## config.mk

```make
export PLATFORM = sky130hd
export DESIGN_NAME = timer_with_waveform_extensions
export DESIGN_NICKNAME = d
export VERILOG_FILES = /design/src/design/timer_pkg.sv /design/src/design/noise_canceller.sv /design/src/design/dead_time_inserter.sv /design/src/design/timer_with_waveform_extensions.sv
export VERILOG_INCLUDE_DIRS = /design/src /design/src/design
export SDC_FILE = /design/constraint.sdc
export NUM_CORES = 1
export LEC_CHECK = 0
export ABC_AREA = 1
export BUFFER_PORTS_ARGS = -buffer_cell sky130_fd_sc_hd__buf_2
export CORE_MARGIN = 2
export CORE_UTILIZATION = 30
export DETAILED_ROUTE_END_ITERATION = 8
export PLACE_DENSITY = 0.44
export SLEW_MARGIN = 20
export SYNTH_ARGS = -nofsm -noshare
export SYNTH_HDL_FRONTEND = slang
export SYNTH_SLANG_ARGS = --single-unit
```

## constraint.sdc

```tcl
create_clock -name clk_i -period 15.5 [get_ports clk_i]
set_input_delay 0.775 -clock clk_i [delete_from_list [all_inputs] [get_ports clk_i]]
set_output_delay 0.775 -clock clk_i [all_outputs]
set_load 0.02 [all_outputs]
```

## src/design/timer_defines.svh

```systemverilog
// Constants for the 16-bit timer with waveform extensions.
// Included by the package only; the design modules use its macros. Holds definitions only.
`ifndef TIMER_DEFINES_SVH
`define TIMER_DEFINES_SVH

// =====================================================================
// Widths and channel counts
`define COUNT_W        16
`define CH_MAX         4
`define TYPE0_CH       4
`define TYPE1_CH       2
`define PIN_N          8
`define DT_W           8
`define PRESC_W        10

// =====================================================================
// Reset values
`define COUNT_RESET    16'h0000
`define PERIOD_RESET   16'hffff
`define CC_RESET       16'h0000
`define PATTERN_RESET  8'h00
`define DT_RESET       8'h00

// =====================================================================
// Timing: fast clock runs four times the base clock
`define BASE_DIV_LAST  2'h3
`define NC_HIST_W      3

// =====================================================================
// Prescaler masks: tick when the masked prescaler bits are all ones
`define PRESC_M1       10'h000
`define PRESC_M2       10'h001
`define PRESC_M4       10'h003
`define PRESC_M8       10'h007
`define PRESC_M64      10'h03f
`define PRESC_M256     10'h0ff
`define PRESC_M1024    10'h3ff

`endif

```

## src/design/timer_pkg.sv

```systemverilog
// Types shared by the timer core and its helper modules.
// Assumes timer_defines.svh is on the include path.
`include "timer_defines.svh"

package timer_pkg;

   // ==================================================================
   // Mode enumerations and value types
   typedef enum logic [1:0] {WM_NORMAL, WM_FREQ, WM_SINGLE, WM_DUAL} wave_mode_t;
   typedef enum logic [1:0] {CS_OFF, CS_CLOCK, CS_EVENT, CS_EXT} clk_src_t;
   typedef enum logic [1:0] {CAP_INPUT, CAP_FREQ, CAP_PULSE, CAP_NONE} cap_mode_t;
   typedef logic [`COUNT_W-1:0] count_t;
   typedef logic [`DT_W-1:0]    dt_t;

endpackage

```

## src/design/noise_canceller.sv

```systemverilog
// Capture input filter: output follows the input only after four equal
// samples. Assumes the input is synchronous to clk_i.
`timescale 1ns/1ns

module noise_canceller
   import timer_pkg::*;
(
   input  wire logic clk_i,
   input  wire logic reset_i,
   input  wire logic enable_i,
   input  wire logic raw_i,
   output logic      filt_o
);

   typedef struct packed {
      logic [`NC_HIST_W-1:0] hist;
      logic                  filt;
   } nc_state_t;

   nc_state_t state_reg;
   nc_state_t state_next;

   // ==================================================================
   // Filter
   always_comb begin
      state_next      = state_reg;
      state_next.hist = {state_reg.hist[`NC_HIST_W-2:0], raw_i};
      if (!enable_i) begin
         state_next.filt = raw_i;
      end else if (&{state_reg.hist, raw_i}) begin
         state_next.filt = 1'b1;
      end else if (~|{state_reg.hist, raw_i}) begin
         state_next.filt = 1'b0;
      end
   end

   always_ff @(posedge clk_i or posedge reset_i) begin
      if (reset_i) begin
         state_reg <= '0;
      end else begin
         state_reg <= state_next;
      end
   end

   assign filt_o = state_reg.filt;

endmodule // noise_canceller

```

## src/design/dead_time_inserter.sv

```systemverilog
// One dead-time unit: splits a waveform into low and high side outputs
// with programmable gaps. Counts in ticks of the timer clock.
`timescale 1ns/1ns

module dead_time_inserter
   import timer_pkg::*;
(
   input  wire logic clk_i,
   input  wire logic reset_i,
   input  wire logic enable_i,
   input  wire logic tick_i,
   input  wire logic wave_i,
   input  wire dt_t  dt_ls_i,
   input  wire dt_t  dt_hs_i,
   output logic      low_side_o,
   output logic      high_side_o
);

   typedef struct packed {
      logic ls;
      logic hs;
      logic prev;
      dt_t  cnt;
   } dti_state_t;

   dti_state_t state_reg;
   dti_state_t state_next;

   // ==================================================================
   // Gap sequencing
   always_comb begin
      state_next      = state_reg;
      state_next.prev = wave_i;
      if (!enable_i) begin
         state_next.ls  = wave_i;
         state_next.hs  = !wave_i;
         state_next.cnt = `DT_RESET;
      end else if (wave_i != state_reg.prev) begin
         state_next.ls  = 1'b0;
         state_next.hs  = 1'b0;
         state_next.cnt = wave_i ? dt_ls_i : dt_hs_i;
      end else if (state_reg.cnt != `DT_RESET) begin
         if (tick_i) begin
            state_next.cnt = state_reg.cnt - 8'h01;
         end
      end else begin
         state_next.ls = wave_i;
         state_next.hs = !wave_i;
      end
   end

   always_ff @(posedge clk_i or posedge reset_i) begin
      if (reset_i) begin
         state_reg <= '0;
      end else begin
         state_reg <= state_next;
      end
   end

   assign low_side_o  = state_reg.ls;
   assign high_side_o = state_reg.hs;

endmodule // dead_time_inserter

```

## src/design/timer_with_waveform_extensions.sv

```systemverilog
// 16-bit timer/counter with compare/capture channels, resolution
// extension and advanced waveform extension driving one 8-pin port.
// Assumes clk_i is the fast clock; events arrive as synchronous levels.
`timescale 1ns/1ns

module timer_with_waveform_extensions
   import timer_pkg::*;
#(
   parameter int TIMER_TYPE = 0
)(
   input  wire logic                  clk_i,
   input  wire logic                  reset_i,
   input  wire logic                  enable_i,
   input  wire clk_src_t              clk_src_i,
   input  wire logic [2:0]            presc_sel_i,
   input  wire logic [7:0]            event_i,
   input  wire logic [2:0]            count_event_sel_i,
   input  wire logic                  ext_count_i,
   input  wire logic                  dir_event_en_i,
   input  wire logic [2:0]            dir_event_sel_i,
   input  wire wave_mode_t            wave_mode_i,
   input  wire logic                  hires_en_i,
   input  wire count_t                period_buf_i,
   input  wire logic                  period_wr_i,
   input  wire count_t                cmp_buf_i,
   input  wire logic [3:0]            cmp_wr_i,
   input  wire logic [3:0]            capture_en_i,
   input  wire logic [3:0][2:0]       capture_sel_i,
   input  wire cap_mode_t             capture_mode_i,
   input  wire logic                  noise_cancel_en_i,
   input  wire logic                  dti_en_i,
   input  wire dt_t                   dt_ls_buf_i,
   input  wire dt_t                   dt_hs_buf_i,
   input  wire logic [3:0]            dt_wr_i,
   input  wire logic                  pattern_en_i,
   input  wire logic [7:0]            pattern_buf_i,
   input  wire logic                  pattern_wr_i,
   input  wire logic [7:0]            override_en_i,
   input  wire logic [7:0]            port_out_i,
   input  wire logic [7:0]            pin_invert_i,
   input  wire logic [7:0]            fault_event_mask_i,
   input  wire logic                  fault_clear_i,
   output count_t                     count_o,
   output logic                       count_down_o,
   output logic [3:0][`COUNT_W-1:0]   cc_value_o,
   output logic                       overflow_o,
   output logic [3:0]                 cc_event_o,
   output logic [3:0]                 wave_o,
   output logic                       fault_o,
   output logic [7:0]                 pin_o
);

   localparam int NUM_CH = (TIMER_TYPE == 0) ? `TYPE0_CH : `TYPE1_CH;
   localparam logic EXT_OK = (TIMER_TYPE == 0);

   typedef struct packed {
      count_t                      count;
      logic                        dir;
      logic [1:0]                  base_div;
      logic [`PRESC_W-1:0]         presc;
      logic                        cnt_ev_prev;
      logic                        ext_prev;
      count_t                      period;
      count_t                      period_buf;
      logic                        period_bv;
      logic [3:0][`COUNT_W-1:0]    cc;
      logic [3:0][`COUNT_W-1:0]    cc_buf;
      logic [3:0]                  cc_bv;
      logic [3:0]                  wave;
      logic [3:0]                  cap_prev;
      logic [3:0][`DT_W-1:0]       dt_ls;
      logic [3:0][`DT_W-1:0]       dt_hs;
      logic [3:0][`DT_W-1:0]       dt_ls_buf;
      logic [3:0][`DT_W-1:0]       dt_hs_buf;
      logic [3:0]                  dt_bv;
      logic [7:0]                  pattern;
      logic [7:0]                  pattern_buf;
      logic                        pattern_bv;
      logic                        ovf;
      logic [3:0]                  cc_ev;
      logic                        fault;
      logic [7:0]                  pin;
   } timer_state_t;

   timer_state_t state_reg;
   timer_state_t state_next;

   logic                base_tick;
   logic [`PRESC_W-1:0] presc_mask;
   logic                count_tick;
   logic [3:0]          cap_filt;
   logic [3:0]          ls_out;
   logic [3:0]          hs_out;
   logic                ext_active;

   // ==================================================================
   // Clock selection
   // fast clock when extension on
   assign base_tick = hires_en_i | (state_reg.base_div == `BASE_DIV_LAST);

   always_comb begin
      unique case (presc_sel_i)
         3'h0:    presc_mask = `PRESC_M1;
         3'h1:    presc_mask = `PRESC_M2;
         3'h2:    presc_mask = `PRESC_M4;
         3'h3:    presc_mask = `PRESC_M8;
         3'h4:    presc_mask = `PRESC_M64;
         3'h5:    presc_mask = `PRESC_M256;
         default: presc_mask = `PRESC_M1024;
      endcase
   end

   always_comb begin
      unique case (clk_src_i)
         CS_OFF:   count_tick = 1'b0;
         CS_CLOCK: count_tick = base_tick && ((state_reg.presc & presc_mask) == presc_mask);
         CS_EVENT: count_tick = event_i[count_event_sel_i] && !state_reg.cnt_ev_prev;
         CS_EXT:   count_tick = ext_count_i && !state_reg.ext_prev;
      endcase
      count_tick = count_tick && enable_i;
   end

   // pair split or pattern active on type 0 when either feature is on
   assign ext_active = EXT_OK && (dti_en_i || pattern_en_i);

   // ==================================================================
   // Per-channel capture filters and dead-time units
   genvar g;
   generate
      for (g = 0; g < `CH_MAX; g++) begin : g_ch
         noise_canceller u_nc (
            .clk_i    (clk_i),
            .reset_i  (reset_i),
            .enable_i (noise_cancel_en_i),
            .raw_i    (event_i[capture_sel_i[g]]),
            .filt_o   (cap_filt[g])
         );
         dead_time_inserter u_dti (
            .clk_i       (clk_i),
            .reset_i     (reset_i),
            .enable_i    (EXT_OK && dti_en_i && !pattern_en_i),
            .tick_i      (base_tick),
            .wave_i      (state_reg.wave[g]),
            .dt_ls_i     (state_reg.dt_ls[g]),
            .dt_hs_i     (state_reg.dt_hs[g]),
            .low_side_o  (ls_out[g]),
            .high_side_o (hs_out[g])
         );
      end
   endgenerate

   // ==================================================================
   // Next state
   always_comb begin
      count_t top;
      logic   down;
      logic   update;
      logic   pv;
      top              = (wave_mode_i == WM_FREQ) ? state_reg.cc[0] : state_reg.period;
      down             = dir_event_en_i && event_i[dir_event_sel_i];
      update           = !enable_i || (clk_src_i == CS_OFF);
      pv               = 1'b0;
      state_next       = state_reg;
      state_next.ovf   = 1'b0;
      state_next.cc_ev = '0;
      state_next.base_div    = state_reg.base_div + 2'h1;
      state_next.cnt_ev_prev = event_i[count_event_sel_i];
      state_next.ext_prev    = ext_count_i;
      state_next.cap_prev    = cap_filt;
      if (base_tick) begin
         state_next.presc = state_reg.presc + 10'h001;
      end

      // Counter; dual slope turns at top and updates at bottom
      if (count_tick) begin
         if (wave_mode_i == WM_DUAL) begin
            if (!state_reg.dir) begin
               if (state_reg.count >= top) begin
                  state_next.dir   = 1'b1;
                  state_next.count = state_reg.count - 16'h0001;
               end else begin
                  state_next.count = state_reg.count + 16'h0001;
               end
            end else if (state_reg.count == `COUNT_RESET) begin
               state_next.dir   = 1'b0;
               state_next.count = 16'h0001;
               state_next.ovf   = 1'b1;
               update           = 1'b1;
            end else begin
               state_next.count = state_reg.count - 16'h0001;
            end
         end else if (down) begin
            state_next.dir = 1'b1;
            if (state_reg.count == `COUNT_RESET) begin
               state_next.count = top;
               state_next.ovf   = 1'b1;
               update           = 1'b1;
            end else begin
               state_next.count = state_reg.count - 16'h0001;
            end
         end else begin
            state_next.dir = 1'b0;
            if (state_reg.count >= top) begin
               state_next.count = `COUNT_RESET;
               state_next.ovf   = 1'b1;
               update           = 1'b1;
               if (wave_mode_i == WM_FREQ) begin
                  state_next.wave[0] = !state_reg.wave[0];
               end
            end else begin
               state_next.count = state_reg.count + 16'h0001;
            end
         end
      end

      if (update && state_reg.period_bv) begin
         state_next.period    = state_reg.period_buf;
         state_next.period_bv = 1'b0;
      end
      if (period_wr_i) begin
         state_next.period_buf = period_buf_i;
         state_next.period_bv  = 1'b1;
      end
      if (update && state_reg.pattern_bv) begin
         state_next.pattern    = state_reg.pattern_buf;
         state_next.pattern_bv = 1'b0;
      end
      if (pattern_wr_i) begin
         state_next.pattern_buf = pattern_buf_i;
         state_next.pattern_bv  = 1'b1;
      end

      for (int k = 0; k < NUM_CH; k++) begin
         if (update && state_reg.cc_bv[k] && !capture_en_i[k]) begin
            state_next.cc[k]    = state_reg.cc_buf[k];
            state_next.cc_bv[k] = 1'b0;
         end
         if (cmp_wr_i[k]) begin
            state_next.cc_buf[k] = cmp_buf_i;
            state_next.cc_bv[k]  = 1'b1;
         end
         if (update && state_reg.dt_bv[k]) begin
            state_next.dt_ls[k] = state_reg.dt_ls_buf[k];
            state_next.dt_hs[k] = state_reg.dt_hs_buf[k];
            state_next.dt_bv[k] = 1'b0;
         end
         if (dt_wr_i[k]) begin
            state_next.dt_ls_buf[k] = dt_ls_buf_i;
            state_next.dt_hs_buf[k] = dt_hs_buf_i;
            state_next.dt_bv[k]     = 1'b1;
         end
         if (!capture_en_i[k]) begin
            if (count_tick && state_reg.count == state_reg.cc[k]) begin
               state_next.cc_ev[k] = 1'b1;
            end
            if (wave_mode_i == WM_SINGLE || wave_mode_i == WM_DUAL) begin
               state_next.wave[k] = state_reg.count < state_reg.cc[k];
            end
         end else if (cap_filt[k] != state_reg.cap_prev[k]) begin
            unique case (capture_mode_i)
               CAP_INPUT: if (cap_filt[k]) begin
                  state_next.cc[k]    = state_reg.count;
                  state_next.cc_ev[k] = 1'b1;
               end
               CAP_FREQ: if (cap_filt[k]) begin
                  state_next.cc[k]    = state_reg.count;
                  state_next.cc_ev[k] = 1'b1;
                  state_next.count    = `COUNT_RESET;
               end
               CAP_PULSE: if (cap_filt[k]) begin
                  state_next.count = `COUNT_RESET;
               end else begin
                  state_next.cc[k]    = state_reg.count;
                  state_next.cc_ev[k] = 1'b1;
               end
               CAP_NONE: ;
            endcase
         end
      end

      state_next.fault = (|(event_i & fault_event_mask_i))
                       || (state_reg.fault && !fault_clear_i);

      // Port mux
      for (int i = 0; i < `PIN_N; i++) begin
         pv = port_out_i[i];
         if (override_en_i[i]) begin
            if (EXT_OK && pattern_en_i) begin
               pv = state_reg.pattern[i] && state_reg.wave[0];
            end else if (ext_active) begin
               pv = i[0] ? hs_out[i/2] : ls_out[i/2];
            end else if (i < NUM_CH) begin
               pv = state_reg.wave[i];
            end
            // Fault forces the switches off rather than freezing them
            if (ext_active && state_reg.fault) begin
               pv = 1'b0;
            end
         end
         state_next.pin[i] = pv ^ pin_invert_i[i];
      end
   end

   // ==================================================================
   // State register
   always_ff @(posedge clk_i or posedge reset_i) begin
      if (reset_i) begin
         state_reg        <= '0;
         state_reg.period <= `PERIOD_RESET;
      end else begin
         state_reg <= state_next;
      end
   end

   assign count_o      = state_reg.count;
   assign count_down_o = state_reg.dir;
   assign cc_value_o   = state_reg.cc;
   assign overflow_o   = state_reg.ovf;
   assign cc_event_o   = state_reg.cc_ev;
   assign wave_o       = state_reg.wave;
   assign fault_o      = state_reg.fault;
   assign pin_o        = state_reg.pin;

endmodule // timer_with_waveform_extensions

```

==> summary by stage <==
Run status
The run finished with clean final reports.

Clock tree
The CTS buffer count is 52. The clock reaches the later pin of the worst-skew pair after 0.62 ns. The CTS tree is yes.

Hold repair after CTS inserted 0 buffers. The clock tree root buffer cell is clkbuf_16. The clock edge transition at the registers on the reported setup and hold paths is 0.06 ns. For this design, the sink count on the clock tree is 427. In this run, post-CTS repair resized a total of 0 instances.

Buffers added to address setup during post-CTS repair amount to 0. Counting along the longest clock path gives a buffer depth of 3. The H-tree depth is 2.

Worst setup path
The largest fanout on the critical path is 70. Walking the worst path, the cells encountered are buf_2 > inv_1 > nand2_1 > clkinv_1 > o21ai_0 > ha_1 > inv_1 > nand2_1 > nand2_1 > nand2_1 > nand2_1 > nand2_1 > nand2_1 > nand3_2 > nand2_1 > nand2_2 > nand2_4 > nand2_2 > buf_4 > nand2_1 > o21ai_0. Broken down by cell family, the worst path's largest delay share belongs to simple AND/OR/NAND/NOR gates.

The largest incremental delay on the critical path is 0.74 ns. The most critical setup path has its startpoint at wave_mode_i[1]. The type of element launching the critical path is an input port.

The worst setup path category is in -> reg. The launching point of the worst reg2reg path is count_o[0]$_DFF_PP0_. The most numerous cell on the critical path is nand2_1. The worst setup path is captured at a register. Among all stages on the critical path, the largest delay is contributed by o21ai_0. At the worst endpoint, the required time is 16.01 ns. The number of buffer and inverter instances along the worst setup path is 5. The data arrival time at the worst-slack endpoint is 5.50 ns.

Global route
For this run, the total global-route usage over all layers was measured as 0.206. The first global-routing pass estimated 130000 µm of wire. The initial antenna violation count is 12.

The via count of the first global-routing pass is 20.1k. The maximum number of pins on one net before global-route repair is 139. Global routing finished with a remaining overflow of 0.

Timing
The count of pins over their slew limit came to 0. Setup repair after global routing left no endpoint under its margin. In the final timing run, aggregate negative setup slack is 0 ns. The final-report hold violation count was 0. The highest clock frequency the design can meet is 0.200 GHz. The share of the clock period used by the worst path is 0.322. The clock period minus final worst setup slack is 4.99 ns. The transition time at the pin with the least slew margin is 1.06 ns. Headroom to the max-slew limit came out at 0.291. Once routing completed, OpenROAD measured the worst setup slack at 10.51 ns.

The setup violation total in the final timing report is 0. The setup skew after layout is 0.0248 ns.

Place
Detailed placement ended at an HPWL of 61000 µm. The worst setup timing slack at the placement stage is 9.98 ns. The count of input and output buffers is 245. The global placer's final weighted congestion is 0.849.

The instance area at placement is 25700 µm².

Synth
Of the post-synthesis cell area, the dominant cell type holds 0.424. The synthesized design contains 0 enable-type register cells. Synthesis inferred 427 register bits. The largest total area in the synthesized netlist belongs to dfrtp_1. The synthesized area per cell is 7.75 µm². Synthesis produced 3130 cells. In the synthesized netlist the dominant register cell turns out to be dfrtp_1. Sorting the synthesized cells by area gives the leading types as dfrtp_1 (42%), nand2_1 (11%), o21ai_0 (10%). The area of the mapped netlist is 24300 µm². After synthesis, the netlist uses 53 different library cells. The net count of the mapped netlist is 3381. For this run, the register share of the synthesized area comes to 0.441.

The fraction of synthesis flops using an asynchronous set or reset pin is 1.00. After synthesis, the most frequently instantiated cells are nand2_1 (692), o21ai_0 (485), dfrtp_1 (411), inv_1 (372), nand3_1 (298). The count of yosys warnings during synthesis is 0.

Yosys instantiated no cell more often than nand2_1.

Die
The core region area is 80300 µm². After floorplanning, the core was divided into 104 placement rows. The top-level port count is 246.

The starting density of the core is 0.302. The die is 288 µm wide. The die height is 288 µm.

The area of the die is 83200 µm².

Cells and area
The area growth from synthesis to layout is 13.4%. In the final design database the tool counted 3468 nets. At the end of the flow the core is filled with cells to 0.343. The flip-flop count of the largest register after layout is 268.

In the final layout, the share of cells above drive strength 1 is 0.129. With fillers left out, the area of the finished cells amounts to 27500 µm².

Route
In the routed design, unresolved DRC markers number 0. The number of design-rule violations left by the first detailed-router iteration is 1524. The post-detailed-route count of antenna-violating nets is 0. The first-pass iteration count of the detailed router is 5. Dividing the detail-routed wire length by the instance count gives 20.0 µm. The ratio of routed vias to standard cells is 4.84. The routed via count is 20.9k. The post-detailed-routing wire length is 86500 µm.

Pwr
IR analysis of the VDD net gives a maximum drop of 0.0808 mV. The analysis attributes to cell leakage a power of 13.5 nW. In this run the power density over the cells is 166 nW/µm².

Min path
The worst hold path class is in -> async.

Job
Across the run, the number of max-cap violations was 0.
==> layout make-up <==
| class | count | area [µm²] |
|---|---|---|
| diodes | 6 | 15.0 |
| clock inverters | 19 | 241 |
| inverters | 387 | 1470 |
| flip-flops and latches | 427 | 10700 |
| multi-input cells | 2069 | 10700 |
| well taps | 1060 | 1330 |
| clock buffers | 77 | 1540 |
| repair buffers | 280 | 1510 |
| fillers | 8498 | 52800 |
==> logic make-up (layout without fill, tap and decap cells) <==
group,Yosys count,after routing,share of synthesized area
DFF,427,427,0.441
and+or+nand+nor,1206,1206,0.212
adders and majority gates,104,104,0.0536
buffers and inverters,634,763,0.117
xor gates and xnor gates,46,46,0.0166
other,0,6,0
AOI/OAI and AO/OA,713,713,0.159
==> metal layers <==
metal  vias to the layer above  part of all wire  global-route usage
met2                       580              0.43               0.303
li1                      10400                 -                   -
met1                      9806              0.48               0.303
met5                         -           0.00075                   0
met4                        10             0.034              0.0698
met3                       148             0.058              0.0347
==> placed cells by master (no fill, tap or decap), types with 6 or more instances in the layout <==
cell type,synthesis,layout
a211oi_1,7,7
a21oi_1,94,94
a31o_2,6,6
a31oi_1,17,17
a32oi_1,8,8
buf_2,18,245
buf_4,98,33
clkbuf_1,119,11
clkbuf_16,0,52
clkbuf_8,0,14
clkinv_1,5,6
clkinv_2,3,10
dfrtp_1,411,411
dfstp_2,16,16
diode_2,0,6
ha_1,104,103
inv_1,372,371
inv_2,7,6
nand2_1,692,692
nand2_2,10,10
nand3_1,298,298
nand3b_1,6,6
nand4_1,24,24
nor2_1,134,133
nor3_1,19,19
o211ai_1,16,16
o21ai_0,485,485
o21ai_1,15,15
o22ai_1,29,29
xnor2_1,7,7
xor2_1,39,39
==> where the power goes <==
part	switching (W)	internal (W)	total, W
registers	0.000229	0.00134	0.00157
logic	0.00118	0.000548	0.00173
clock network	0.000520	0.000754	0.00127
==> final timing paths <==
path | to | slack, ns | cells past startpoint
max in group asynchronous | state_reg[37]$_DFFE_PP0P_ | 12.62 | 5
max reg2reg | state_reg[25]$_DFFE_PP0P_ | 10.91 | 17
min reg2reg | g_ch[2].u_nc.state_next[3]$_DFF_PP0_ | 0.39 | 0
min | state_reg[337]$_DFF_PP0_ | 0.30 | 2
min in group clk_i | state_reg[336]$_DFF_PP0_ | 0.33 | 1
max | state_reg[25]$_DFFE_PP0P_ | 10.51 | 21
==> through the flow <==
step	hold slack (ns)	std cells	power [W]
final	0.301	4325	0.00458
after global routing	0.322	4323	0.00491
after CTS	0.307	4318	0.00461
after detailed placement	0.377	4222	0.00331
after global placement	0.373	4222	0.00332
after floorplan	0.367	3130	0.00280
(Power assumes the default switching activity.)
